==> config.mk <==
export PLATFORM = sky130hd
export DESIGN_NAME = bpw_regs
export DESIGN_NICKNAME = d
export VERILOG_FILES = /design/src/rtl/bpw_pkg.sv /design/src/rtl/bpw_window_decode.sv /design/src/rtl/bpw_regs.sv
export VERILOG_INCLUDE_DIRS = /design/src /design/src/rtl
export SDC_FILE = /design/constraint.sdc
export NUM_CORES = 1
export LEC_CHECK = 0
export BUFFER_PORTS_ARGS = -buffer_cell sky130_fd_sc_hd__buf_2
export CAP_MARGIN = 20
export CORE_MARGIN = 5
export CORE_UTILIZATION = 36
export DETAILED_ROUTE_END_ITERATION = 10
export GPL_ROUTABILITY_DRIVEN = 0
export HOLD_SLACK_MARGIN = 0.15
export PLACE_DENSITY = 0.55
export RECOVER_POWER = 50
export SYNTH_ARGS = -nofsm -noshare
export SYNTH_HDL_FRONTEND = slang
export SYNTH_SLANG_ARGS = --single-unit
==> constraint.sdc <==
create_clock -name clk -period 2.9 [get_ports clk]
set_clock_uncertainty 0.15 [all_clocks]
set_input_delay 0.29 -clock clk [delete_from_list [all_inputs] [get_ports clk]]
set_output_delay 0.29 -clock clk [all_outputs]
set_load 0.1 [all_outputs]
==> src/rtl/bpw_cfg.svh <==
// offsets, field positions, reset values and timing counts of the prefetch window slice
`ifndef BPW_CFG_SVH
`define BPW_CFG_SVH

// ----------------------------------------------------------------
// configuration byte offsets
// ----------------------------------------------------------------
`define BPW_OFF_PF_BOTTOM 8'h24
`define BPW_OFF_PF_TOP 8'h26
`define BPW_OFF_PF_BOTTOM_HIGH 8'h28
`define BPW_OFF_PF_TOP_HIGH 8'h2C
`define BPW_OFF_IO_BOTTOM_HIGH 8'h30
`define BPW_OFF_IO_TOP_HIGH 8'h32
`define BPW_OFF_INT_LINE 8'h3C
`define BPW_OFF_BRIDGE_CTL 8'h3E

// ----------------------------------------------------------------
// field positions
// ----------------------------------------------------------------
`define BPW_WIN_FIELD_LSB 4
`define BPW_WIN_FIELD_MSB 15
`define BPW_HIGH_FIELD_MSB 11
`define BPW_CTL_FREQ 15
`define BPW_CTL_TMO_GLOBAL_SYSTEM_ERROR_ENABLE 11
`define BPW_CTL_TMO_STS 10
`define BPW_CTL_TMO_SEL 9

// ----------------------------------------------------------------
// reset and hardwired values
// ----------------------------------------------------------------
`define BPW_RST_WIN_FIELD 12'h000
`define BPW_RST_HIGH_FIELD 12'h000
`define BPW_RST_CTL_BIT 1'b0
`define BPW_ADDR_CAP_CODE 4'h0
`define BPW_IO_HIGH_VALUE 16'h0000
`define BPW_INT_LINE_VALUE 8'h00
`define BPW_BOTTOM_LOW_FILL 20'h00000
`define BPW_TOP_LOW_FILL 20'hFFFFF

// ----------------------------------------------------------------
// master timeout lengths in bus clocks
// ----------------------------------------------------------------
`define BPW_TMO_LONG 32768
`define BPW_TMO_SHORT 1024

`endif

==> src/rtl/bpw_pkg.sv <==
// types shared by the prefetch window slice
`default_nettype none

package bpw_pkg;

	typedef struct packed {
		logic valid;
		logic write;
		logic [7:0] addr;
		logic [3:0] byte_en;
		logic [31:0] wdata;
	} bpw_cfg_req_t;

	typedef struct packed {
		logic ack;
		logic [31:0] rdata;
	} bpw_cfg_rsp_t;

	typedef struct packed {
		logic [11:0] bottom;
		logic [11:0] top;
		logic [11:0] bottom_high;
		logic [11:0] top_high;
	} bpw_window_t;

	typedef enum logic [0:0] {
		BPW_TMR_IDLE,
		BPW_TMR_COUNT
	} bpw_tmr_state_t;

	typedef struct packed {
		logic fwd_valid;
		logic fwd_hit;
	} bpw_dec_state_t;

endpackage

`default_nettype wire

==> src/rtl/bpw_window_decode.sv <==
// prefetchable window address decoder with registered result
`timescale 1ns/1ps
`default_nettype none
`include "bpw_cfg.svh"

module bpw_window_decode (
	input wire logic clk,
	input wire logic nrst,
	input wire bpw_pkg::bpw_window_t win,
	input wire logic mem_req_valid,
	input wire logic [63:0] mem_req_addr,
	output logic fwd_valid,
	output logic fwd_hit
);

	bpw_pkg::bpw_dec_state_t st;
	bpw_pkg::bpw_dec_state_t next_st;
	logic [43:0] lo_edge;
	logic [43:0] hi_edge;
	logic in_reach;

	// ----------------------------------------------------------------
	// window edges
	// ----------------------------------------------------------------
	// bottom low bits are zero, top low bits are all ones
	assign lo_edge = {win.bottom_high, win.bottom, `BPW_BOTTOM_LOW_FILL};
	assign hi_edge = {win.top_high, win.top, `BPW_TOP_LOW_FILL};
	// addresses with any of bits 63:44 set never hit
	assign in_reach = (mem_req_addr[63:44] == 20'h00000);

	always_comb begin
		next_st = st;
		next_st.fwd_valid = mem_req_valid;
		next_st.fwd_hit = mem_req_valid && in_reach
			&& (mem_req_addr[43:0] >= lo_edge)
			&& (mem_req_addr[43:0] <= hi_edge);
	end

	always_ff @(posedge clk or negedge nrst) begin
		if (!nrst) begin
			st <= '0;
		end else begin
			st <= next_st;
		end
	end

	assign fwd_valid = st.fwd_valid;
	assign fwd_hit = st.fwd_hit;

endmodule // bpw_window_decode

`default_nettype wire

==> src/rtl/bpw_regs.sv <==
// prefetch window, hardwired words and bridge control upper bits
//
// Summary of operation
// top field bits 15:4 compare with incoming address bits 31:20.
// top edge low 20 address bits are taken as all ones.
// memory reads and writes inside the window are forwarded, 1 MB granular.
// top register bits 3:0 read-only addressing code, writes ignored.
// bottom upper register writable in 11:0, 31:12 reserved, 44-bit reach.
// top upper register writable in 11:0, 31:12 reserved, 44-bit reach.
// upper register gives upper half of the window edge address.
// I/O bottom upper sixteen bits read-only zero.
// I/O top upper sixteen bits read-only zero.
// interrupt line register read-only zero, bridge raises no interrupts.
// control bit 15 reports bus speed, 1 for 66 MHz.
// control bit 11 gates the error special cycle on timeout.
// control bit 10 set when timeout expires and completion is dropped.
// special cycle sent when status, its enable and global enable set.
// writing one clears the timeout status, zero leaves it.
// bottom field gives address bits 31:20, low 20 bits zero.
// timer starts at queue head, expiry drops completion, bit 9 selects length.
// global error enable comes from outside this slice.
// reserved bits ignore writes and read zero.
// writable fields reset to zero.
`timescale 1ns/1ps
`default_nettype none
`include "bpw_cfg.svh"

module bpw_regs #(
	parameter int unsigned LONG_TIMEOUT = `BPW_TMO_LONG,
	parameter int unsigned SHORT_TIMEOUT = `BPW_TMO_SHORT
) (
	input wire logic clk,
	input wire logic nrst,
	input wire bpw_pkg::bpw_cfg_req_t cfg_req,
	output var bpw_pkg::bpw_cfg_rsp_t cfg_rsp,
	input wire logic mem_req_valid,
	input wire logic [63:0] mem_req_addr,
	output logic fwd_valid,
	output logic fwd_hit,
	input wire logic bus_is_66mhz,
	input wire logic global_system_error_enable,
	input wire logic pci_tick,
	input wire logic completion_at_head,
	input wire logic completion_repeated,
	output logic completion_discard,
	output logic serr_cycle_req
);

	// ----------------------------------------------------------------
	// state
	// ----------------------------------------------------------------
	typedef struct packed {
		bpw_pkg::bpw_window_t win;
		logic tmo_global_system_error_enable;
		logic tmo_sts;
		logic tmo_sel;
		logic freq66;
		bpw_pkg::bpw_tmr_state_t tmr;
		logic [15:0] count;
		logic discard;
		logic serr_sent;
		logic serr_pulse;
		logic ack;
		logic [31:0] rdata;
	} bpw_state_t;

	bpw_state_t st;
	bpw_state_t next_st;

	// ----------------------------------------------------------------
	// helpers
	// ----------------------------------------------------------------
	// byte-lane merge of a write into an old dword image
	function automatic logic [31:0] bpw_merge(
		input logic [31:0] old_val,
		input logic [31:0] wdata,
		input logic [3:0] byte_en
	);
		logic [31:0] res;
		res = old_val;
		for (int i = 0; i < 4; i++) begin
			if (byte_en[i]) begin
				res[i*8 +: 8] = wdata[i*8 +: 8];
			end
		end
		return res;
	endfunction

	// dword match of a byte offset
	function automatic logic bpw_hit(
		input logic [7:0] addr,
		input logic [7:0] offset
	);
		return addr[7:2] == offset[7:2];
	endfunction

	// 16-bit window register image from its field
	function automatic logic [15:0] bpw_win_word(input logic [11:0] field);
		return {field, `BPW_ADDR_CAP_CODE};
	endfunction

	// ----------------------------------------------------------------
	// register images
	// ----------------------------------------------------------------
	logic [15:0] ctl_word;
	logic [31:0] dw_pf_window;
	logic [31:0] dw_pf_bottom_high;
	logic [31:0] dw_pf_top_high;
	logic [31:0] dw_io_high;
	logic [31:0] dw_int_ctl;
	logic [31:0] rd_mux;

	always_comb begin
		ctl_word = 16'h0000;
		ctl_word[`BPW_CTL_FREQ] = st.freq66;
		ctl_word[`BPW_CTL_TMO_GLOBAL_SYSTEM_ERROR_ENABLE] = st.tmo_global_system_error_enable;
		ctl_word[`BPW_CTL_TMO_STS] = st.tmo_sts;
		ctl_word[`BPW_CTL_TMO_SEL] = st.tmo_sel;
	end

	// low code nibble is fixed in both window words
	assign dw_pf_window = {bpw_win_word(st.win.top), bpw_win_word(st.win.bottom)};
	assign dw_pf_bottom_high = {20'h00000, st.win.bottom_high};
	assign dw_pf_top_high = {20'h00000, st.win.top_high};
	assign dw_io_high = {`BPW_IO_HIGH_VALUE, `BPW_IO_HIGH_VALUE};
	// interrupt pin byte lies outside the slice and reads zero
	assign dw_int_ctl = {ctl_word, 8'h00, `BPW_INT_LINE_VALUE};

	always_comb begin
		rd_mux = 32'h00000000;
		if (bpw_hit(cfg_req.addr, `BPW_OFF_PF_BOTTOM)) begin
			rd_mux = dw_pf_window;
		end else if (bpw_hit(cfg_req.addr, `BPW_OFF_PF_BOTTOM_HIGH)) begin
			rd_mux = dw_pf_bottom_high;
		end else if (bpw_hit(cfg_req.addr, `BPW_OFF_PF_TOP_HIGH)) begin
			rd_mux = dw_pf_top_high;
		end else if (bpw_hit(cfg_req.addr, `BPW_OFF_IO_BOTTOM_HIGH)) begin
			rd_mux = dw_io_high;
		end else if (bpw_hit(cfg_req.addr, `BPW_OFF_INT_LINE)) begin
			rd_mux = dw_int_ctl;
		end
	end

	// ----------------------------------------------------------------
	// write decode
	// ----------------------------------------------------------------
	logic wr;
	logic wr_window;
	logic wr_bottom_high;
	logic wr_top_high;
	logic wr_ctl;
	logic [31:0] mg_window;
	logic [31:0] mg_bottom_high;
	logic [31:0] mg_top_high;
	logic [31:0] mg_ctl;
	logic [15:0] ctl_wr;
	logic sts_clear;

	assign wr = cfg_req.valid && cfg_req.write;
	assign wr_window = wr && bpw_hit(cfg_req.addr, `BPW_OFF_PF_TOP);
	assign wr_bottom_high = wr && bpw_hit(cfg_req.addr, `BPW_OFF_PF_BOTTOM_HIGH);
	assign wr_top_high = wr && bpw_hit(cfg_req.addr, `BPW_OFF_PF_TOP_HIGH);
	assign wr_ctl = wr && bpw_hit(cfg_req.addr, `BPW_OFF_BRIDGE_CTL);

	assign mg_window = bpw_merge(dw_pf_window, cfg_req.wdata, cfg_req.byte_en);
	assign mg_bottom_high = bpw_merge(dw_pf_bottom_high, cfg_req.wdata, cfg_req.byte_en);
	assign mg_top_high = bpw_merge(dw_pf_top_high, cfg_req.wdata, cfg_req.byte_en);
	assign mg_ctl = bpw_merge(dw_int_ctl, cfg_req.wdata, cfg_req.byte_en);
	assign ctl_wr = mg_ctl[31:16];

	// only a one written through the enabled lane clears the status
	assign sts_clear = wr_ctl && cfg_req.byte_en[3]
		&& cfg_req.wdata[16 + `BPW_CTL_TMO_STS];

	// ----------------------------------------------------------------
	// timeout length
	// ----------------------------------------------------------------
	logic [15:0] tmo_load;

	always_comb begin
		if (st.tmo_sel) begin
			tmo_load = 16'(SHORT_TIMEOUT - 1);
		end else begin
			tmo_load = 16'(LONG_TIMEOUT - 1);
		end
	end

	// ----------------------------------------------------------------
	// next state
	// ----------------------------------------------------------------
	logic expire;
	logic serr_cond;

	always_comb begin
		next_st = st;
		expire = 1'b0;
		next_st.discard = 1'b0;

		// configuration answer, one cycle after the request
		next_st.ack = cfg_req.valid;
		if (cfg_req.valid && !cfg_req.write) begin
			next_st.rdata = rd_mux;
		end

		// window fields, reserved and code bits are dropped
		if (wr_window) begin
			next_st.win.bottom = mg_window[`BPW_WIN_FIELD_MSB:`BPW_WIN_FIELD_LSB];
			next_st.win.top = mg_window[16 + `BPW_WIN_FIELD_MSB:16 + `BPW_WIN_FIELD_LSB];
		end
		if (wr_bottom_high) begin
			next_st.win.bottom_high = mg_bottom_high[`BPW_HIGH_FIELD_MSB:0];
		end
		if (wr_top_high) begin
			next_st.win.top_high = mg_top_high[`BPW_HIGH_FIELD_MSB:0];
		end

		// control bits, bit 15 and reserved bits take no write
		if (wr_ctl) begin
			next_st.tmo_global_system_error_enable = ctl_wr[`BPW_CTL_TMO_GLOBAL_SYSTEM_ERROR_ENABLE];
			next_st.tmo_sel = ctl_wr[`BPW_CTL_TMO_SEL];
		end
		next_st.freq66 = bus_is_66mhz;

		// master timeout timer on bus clock enables
		case (st.tmr)
			bpw_pkg::BPW_TMR_IDLE: begin
				if (completion_at_head) begin
					next_st.tmr = bpw_pkg::BPW_TMR_COUNT;
					next_st.count = tmo_load;
				end
			end
			bpw_pkg::BPW_TMR_COUNT: begin
				if (!completion_at_head || completion_repeated) begin
					next_st.tmr = bpw_pkg::BPW_TMR_IDLE;
				end else if (pci_tick) begin
					if (st.count == 16'h0000) begin
						expire = 1'b1;
						next_st.tmr = bpw_pkg::BPW_TMR_IDLE;
					end else begin
						next_st.count = st.count - 16'h0001;
					end
				end
			end
			default: begin
				next_st.tmr = bpw_pkg::BPW_TMR_IDLE;
			end
		endcase
		next_st.discard = expire;

		// status: a new expiry beats a clear in the same cycle
		next_st.tmo_sts = (st.tmo_sts && !sts_clear) || expire;

		// one special cycle per rise of the combined condition
		serr_cond = st.tmo_sts && st.tmo_global_system_error_enable && global_system_error_enable;
		next_st.serr_pulse = serr_cond && !st.serr_sent;
		next_st.serr_sent = serr_cond;
	end

	// ----------------------------------------------------------------
	// state register
	// ----------------------------------------------------------------
	always_ff @(posedge clk or negedge nrst) begin
		if (!nrst) begin
			st <= '0;
			st.win.bottom <= `BPW_RST_WIN_FIELD;
			st.win.top <= `BPW_RST_WIN_FIELD;
			st.win.bottom_high <= `BPW_RST_HIGH_FIELD;
			st.win.top_high <= `BPW_RST_HIGH_FIELD;
			st.tmo_global_system_error_enable <= `BPW_RST_CTL_BIT;
			st.tmo_sts <= `BPW_RST_CTL_BIT;
			st.tmo_sel <= `BPW_RST_CTL_BIT;
			st.tmr <= bpw_pkg::BPW_TMR_IDLE;
		end else begin
			st <= next_st;
		end
	end

	// ----------------------------------------------------------------
	// window decoder
	// ----------------------------------------------------------------
	bpw_window_decode u_decode (
		.clk(clk),
		.nrst(nrst),
		.win(st.win),
		.mem_req_valid(mem_req_valid),
		.mem_req_addr(mem_req_addr),
		.fwd_valid(fwd_valid),
		.fwd_hit(fwd_hit)
	);

	// ----------------------------------------------------------------
	// outputs
	// ----------------------------------------------------------------
	assign cfg_rsp.ack = st.ack;
	assign cfg_rsp.rdata = st.rdata;
	assign completion_discard = st.discard;
	assign serr_cycle_req = st.serr_pulse;

endmodule // bpw_regs

`default_nettype wire

==> flow_summary_export.csv, run 1 <==
group,metric,value,unit
synthesis,synth_cell_type_count,57,
pwr,ir_drop,0.000323,V
setup_path,timing.rr.start,"st[39]$_DFFE_PN0P_",
setup_path,reg2regPathDepth,5,
timing,fmax,0.416,GHz
clocking,insertion_delay,0.36,ns
synthesis,synthArstFlopShare,1.00,
die,die_h,137,um
setup_path,cp.required,2.99,ns
route,drcViolationCount,0,
synthesis,synth.avg_cell_area,9.29,um2
layout,finish.instance_area,7220,um2
layout,final_common_cell,"buf_2",
min_path,worst_hold_startpoint,"mem_req_addr[61]",
place,hpwl,12800,um
route,dr.pass1.iters,5,
place,place_inst,947,
timing,finalSetupViolations,0,
die,die_w,137,um
setup_path,startpoint_type,"register",
synthesis,synth.cell_area,5820,um2
clocking,numCtsBuffers,9,
pwr,p_leak,3.42,nW
synthesis,ys_seq_area_frac,0.443,
global_routing,grt_max_degree,104,
setup_path,cp.arrival,2.49,ns
timing,rsz0062_at_grt,"false",
pwr,p_seq_frac,0.429,
setup_path,path_cells,"nor4_2 -> and3_1 -> a31oi_1 -> o21a_1 -> dlygate4sd3_1",
place,placed_area,6580,um2
layout,drive_above_1_share,0.213,
global_routing,antenna_found_initial,2,
synthesis,synth_seq_cells,103,
timing,final_max_slew_viol_count,0,
pwr,pwr-share-clk,0.359,
timing,setup_ws,0.498,ns
synthesis,synth_flop_cell,"dfrtp_1",
die,core,15900,um2
timing,hold_viol_final,0,
setup_path,max_stage_delay,0.56,ns
synthesis,ys_warn_count,0,
pwr,switching_power,1.14,mW
timing,tns,0,ns
layout,fin_cells,997,
place,io_buffers,144,
timing,min_period_over_period,0.828,
setup_path,startpoint,"st[39]$_DFFE_PN0P_",
pwr,p_int,2.56,mW
die,rows,46,
pwr,combPwrFrac,0.212,
status,outcome,"finished, final reports clean",
route,vias_per_cell,5.12,
die,ios,155,
die,die_area,18800,um2
synthesis,synthCells,626,
pwr,power_density,513,nW/um2
global_routing,globalRouteOverflowTotal,0,
clocking,cts.sinks,103,
synthesis,synth_edf_count,0,
pwr,p_sw_frac,0.308,
min_path,hold_path.class,"in -> reg",
route,first_iter_violations,373,
layout,area_delta_synth_final,24.1,%
timing,min_period,2.40,ns
timing,slew_headroom,0.0498,
route,ant_nets,0,
layout,layout.nets,945,
place,post-place-ws,0.522,ns
die,start_util,0.366,
setup_path,cp-endpoint,"st[52]$_DFF_PN0_",
setup_path,slowest_stage,"dlygate4sd3_1",
setup_path,worstSetupPathType,"reg -> reg",
global_routing,grtUsageTotal,0.181,
layout,mostFrequentLayoutCells,"130 x buf_2, 103 x dfrtp_1, 93 x nand2_1",
clocking,cts_root_buf,"clkbuf_16",
setup_path,worst-path-max-fanout,6,
clocking,htree_levels,3,
global_routing,first_global_vias,5142,
clocking,cts_tree,"built",
route,routed_wl,16600,um
setup_path,regToRegSetupSlack,0.50,ns
route,wire_per_inst,16.7,um
setup_path,critPathCaptureType,"register",
clocking,clkTransAtPathRegs,0.07,ns
flow_run,maxCapViolations,0,
clocking,clk_path_buf_depth,2,
global_routing,grt_first_pass_wirelength,26300,um
setup_path,r2r-end,"st[52]$_DFF_PN0_",
timing,max_slew.worst_pin.slew,1.43,ns
route,num_vias,5107,
## cell type report
| cell class | count | area (um2) |
|---|---|---|
| inverters | 51 | 191 |
| clock inverters | 3 | 67.6 |
| repair buffers | 188 | 1120 |
| diodes | 1 | 2.50 |
| flip-flops and latches | 103 | 2580 |
| well taps | 216 | 270 |
| clock buffers | 11 | 253 |
| multi-input cells | 424 | 2730 |
| fillers | 1580 | 8660 |
## stage by stage
stage               total power [mW]  utilization  hold slack [ns]
finish                          3.70        0.455            0.189
global route                    3.86        0.455            0.230
CTS                             3.75        0.456            0.176
detailed placement              2.37        0.414            0.239
global placement                2.35        0.414            0.233
floorplan                       2.15            -           -0.156
## layer usage
metal,part of all wire,track usage
met5,0.00078,0
met4,0.023,0.0643
met3,0.051,0.0301
met2,0.49,0.309
met1,0.43,0.230
## worst min path at each step
stage,endpoint,depth (start not counted)
global placement,serr_cycle_req$_DFF_PN0_,1
floorplan,cfg_rsp[0]$_DFFE_PN0P_,0
CTS,u_decode.fwd_hit$_DFF_PN0_,6
global route,u_decode.fwd_hit$_DFF_PN0_,6
detailed placement,serr_cycle_req$_DFF_PN0_,1
finish,u_decode.fwd_hit$_DFF_PN0_,6
## cells in the mapped netlist, types with 2 or more instances
cell type	number	area share
o21ai_1	3	0.0026
o21ai_0	49	0.042
a311oi_1	7	0.011
a31oi_1	2	0.0022
nand3_1	15	0.013
clkbuf_1	14	0.0090
buf_2	3	0.0026
ha_1	50	0.11
nand4_1	16	0.017
nor2_1	44	0.028
nor4_1	8	0.0086
xnor2_1	5	0.0075
a211oi_1	4	0.0052
inv_1	51	0.033
nor4_2	3	0.0065
mux2_1	2	0.0039
a21oi_1	25	0.022
xor2_1	5	0.0075
and3_1	4	0.0043
nand2b_1	2	0.0022
nand2_1	93	0.060
o211ai_1	3	0.0039
nor3_1	9	0.0077
nor4b_1	3	0.0045
buf_4	33	0.043
a221oi_1	16	0.024
o31ai_1	13	0.017
or3_1	2	0.0022
nand3b_1	2	0.0026
nor4b_2	2	0.0052
a21o_1	3	0.0039
o21a_1	3	0.0039
nor2b_1	4	0.0043
nor3_2	2	0.0034
dfrtp_1	103	0.44
and3b_1	2	0.0030
## registers in the layout (all words and copies together) (netlist names)
register	flops
cfg_rsp	29
dw_pf_window	24
st	18
dw_pf_bottom_high	12
dw_pf_top_high	12
ctl_word	4
completion_discard	1
serr_cycle_req	1
u_decode.fwd_hit	1
u_decode.fwd_valid	1
## critical path: cells and delay by family (launching register included)
family | cells | cell delay (ns)
DFF | 1 | 0.43
buffers and inverters | 1 | 0.56
AOI/OAI and AO/OA | 2 | 0.29
and+or+nand+nor | 2 | 0.85
## logic make-up (layout without fill, tap and decap cells)
group,Yosys count,after routing,share of synthesized area
AND/OR/NAND/NOR,218,218,0.186
AO/OA/AOI/OAI,139,139,0.152
flip-flops,103,103,0.443
buffers and inverters,102,253,0.0890
adder cells (fa/ha/maj),50,50,0.108
XOR/XNOR,10,10,0.0151
multiplexers,3,3,0.00581
other,1,5,0.000645
## power groups by stage
stage | Sequential, mW | Clock [mW] | Combinational, mW
3_5_place_dp | 1.61 | 0 | 0.756
5_1_grt | 1.60 | 1.40 | 0.860
4_1_cts | 1.59 | 1.36 | 0.797
2_1_floorplan | 1.60 | 0 | 0.550
3_3_place_gp | 1.61 | 0 | 0.739
6_report | 1.59 | 1.33 | 0.787
## what timing repair did
item,4_1_cts,5_1_grt
endpoints found under the hold margin,159,0
hold buffers,35,0
endpoints found under the setup margin,0,0
gates resized for setup,0,0
setup buffers,0,0
Power figures use the tool's default switching activity.
==> inputs of run 2 (changes only) <==
- clock period: 2.9 -> 2.5 ns (I/O delays scaled with it)
==> run 2 against run 1 <==
  * Clock power rose by 3%
  * Hold slack got worse by 0.018 ns
  * Via count barely moved
  * Combinational power rose by 17%
  * Fmax rose by 7.5%
  * Sequential power rose by 16%
  * Power rose by 12%
  * Die area did not move
  * Largest cell class unchanged
  * Wire length rose by 2.4%
  * Non-clock buffer count rose by 12
  * Global-route usage rose by 0.45 points
  * First-iteration DRC count fell by 9.1%
==> flow_summary_export.csv, run 2 (synthesis gave the netlist of run 1 again) <==
group,metric,value,unit
status,outcome,"finished, final reports clean",
setup_path,worst-path-max-fanout,3,
global_routing,grtUsageTotal,0.185,
clocking,cts_tree,"built",
timing,rsz0062_at_grt,"false",
min_path,hold_path.class,"in -> reg",
route,wire_per_inst,16.8,um
timing,fmax,0.447,GHz
timing,min_period_over_period,0.894,
clocking,cts.sinks,103,
min_path,worst_hold_startpoint,"mem_req_addr[1]",
global_routing,grt_util_met3,0.0423,
route,ant_nets,0,
setup_path,startpoint_type,"register",
setup_path,worstSetupPathType,"reg -> reg",
pwr,power_density,568,nW/um2
die,die_w,137,um
clocking,insertion_delay,0.36,ns
layout,drive_above_1_share,0.220,
global_routing,first_global_vias,5291,
timing,hold_ws,0.171,ns
route,dr.pass1.iters,5,
die,rows,46,
layout,largest_reg_flops,29,
flow_run,maxCapViolations,0,
die,ios,155,
die,die_area,18800,um2
global_routing,globalRouteOverflowTotal,0,
route,num_vias,5103,
clocking,cts_root_buf,"clkbuf_16",
clocking,htree_levels,3,
timing,hold_viol_final,0,
clocking,numCtsBuffers,9,
layout,final_common_cell,"buf_2",
timing,min_period,2.23,ns
global_routing,grtUsageMet1,0.231,
place,hpwl,13200,um
global_routing,top_usage_layer,"met2",
pwr,ir_drop,0.000350,V
setup_path,cp.required,2.62,ns
global_routing,antenna_found_initial,0,
clocking,cts-resized-gates,0,
route,vias_per_cell,5.05,
die,core,15900,um2
layout,layout.nets,957,
timing,finalSetupViolations,0,
place,io_buffers,144,
setup_path,r2r-end,"u_decode.fwd_hit$_DFF_PN0_",
timing,max_slew.worst_pin.slew,1.41,ns
setup_path,reg2regPathDepth,8,
setup_path,regToRegSetupSlack,0.27,ns
layout,diodes,0,
setup_path,critPathCaptureType,"register",
route,routed_wl,17000,um
timing,final_max_slew_viol_count,0,
clocking,clk_path_buf_depth,2,
layout,mostFrequentLayoutCells,"136 x buf_2, 103 x dfrtp_1, 93 x nand2_1",
timing,tns,0,ns
setup_path,cp.arrival,2.36,ns
die,start_util,0.366,
layout,area_delta_synth_final,25.1,%
min_path,worstHoldEndpoint,"u_decode.fwd_hit$_DFF_PN0_",
route,first_iter_violations,339,
die,die_h,137,um
route,drcViolationCount,0,
timing,slew_headroom,0.0587,
min_path,min_path_cells,5,
global_routing,grt_first_pass_wirelength,26800,um
setup_path,timing.rr.start,"dw_pf_bottom_high[2]$_DFFE_PN0P_",
pwr,p_leak,3.47,nW
clocking,clkTransAtPathRegs,0.07,ns
global_routing,gr-usage-met2,0.319,
global_routing,grt_max_degree,62,
==> run 2: cell types whose count changed in the layout (fill, tap and decap cells not counted), moves of 2 or more <==
cell	delta
dlygate4sd3_1	+7
buf_2	+6
buf_4	+2
bufinv_16	-2
clkbuf_1	-2
clkbuf_4	-2
clkbuf_8	-2
clkinv_4	+2
==> run 2: repair_timing <==
item,CTS,global route
endpoints found under the hold margin,161,0
hold buffers,42,0
setup buffers,0,0
==> run 2: final cells by class <==
class,instances,area [um2]
Clock buffer,9,225
Clock inverter,7,57.6
Fill cell,1580,8610
Inverter,51,191
Multi-Input combinational cell,424,2730
Sequential cell,103,2580
Tap cell,216,270
Timing Repair Buffer,200,1220
==> run 2: per-stage QoR <==
step	cells	area [um2]	total power [mW]	setup slack, ns	utilization
after floorplan	629	5830	2.50	0.396	-
after global placement	952	6610	2.73	0.326	0.416
after detailed placement	952	6610	2.76	0.309	0.416
after CTS	1010	7320	4.20	0.264	0.461
after global routing	1010	7280	4.34	0.105	0.458
final	1010	7280	4.14	0.265	0.458
==> run 2: worst max-delay path, stage by stage (launching register included) <==
cell,delay (ns)
dfrtp_1,0.36
inv_1,0.06
ha_1,0.31
nand4_1,0.23
nor3_1,0.39
nand2_1,0.10
nor4_1,0.30
o31ai_1,0.10
a22oi_1,0.15
==> run 2: worst max-delay path by stage <==
| stage | start | slack [ns] | to | cells after the start |
|---|---|---|---|---|
| detailed placement | dw_pf_top_high[11]$_DFFE_PN0P_ | 0.31 | u_decode.fwd_hit$_DFF_PN0_ | 8 |
| finish | dw_pf_bottom_high[2]$_DFFE_PN0P_ | 0.27 | u_decode.fwd_hit$_DFF_PN0_ | 8 |
| global placement | dw_pf_top_high[11]$_DFFE_PN0P_ | 0.33 | u_decode.fwd_hit$_DFF_PN0_ | 8 |
| floorplan | st[36]$_DFFE_PN0P_ | 0.40 | st[43]$_DFFE_PN0P_ | 8 |
| global route | nrst | 0.11 | dw_pf_top_high[7]$_DFFE_PN0P_ | 3 |
| CTS | st[39]$_DFFE_PN0P_ | 0.26 | st[52]$_DFF_PN0_ | 5 |
==> run 2: power breakdown <==
group	switching [mW]	internal, mW
clock	0.682	0.688
combinational	0.644	0.279
sequential	0.0658	1.78
total	1.39	2.74
==> run 2: metal layers <==
metal  vias to the layer above  routed length, um
met5                         -                  0
met4                         0                305
met3                        19                813
met2                       135               8350
met1                      2446               7530
li1                       2503                  -
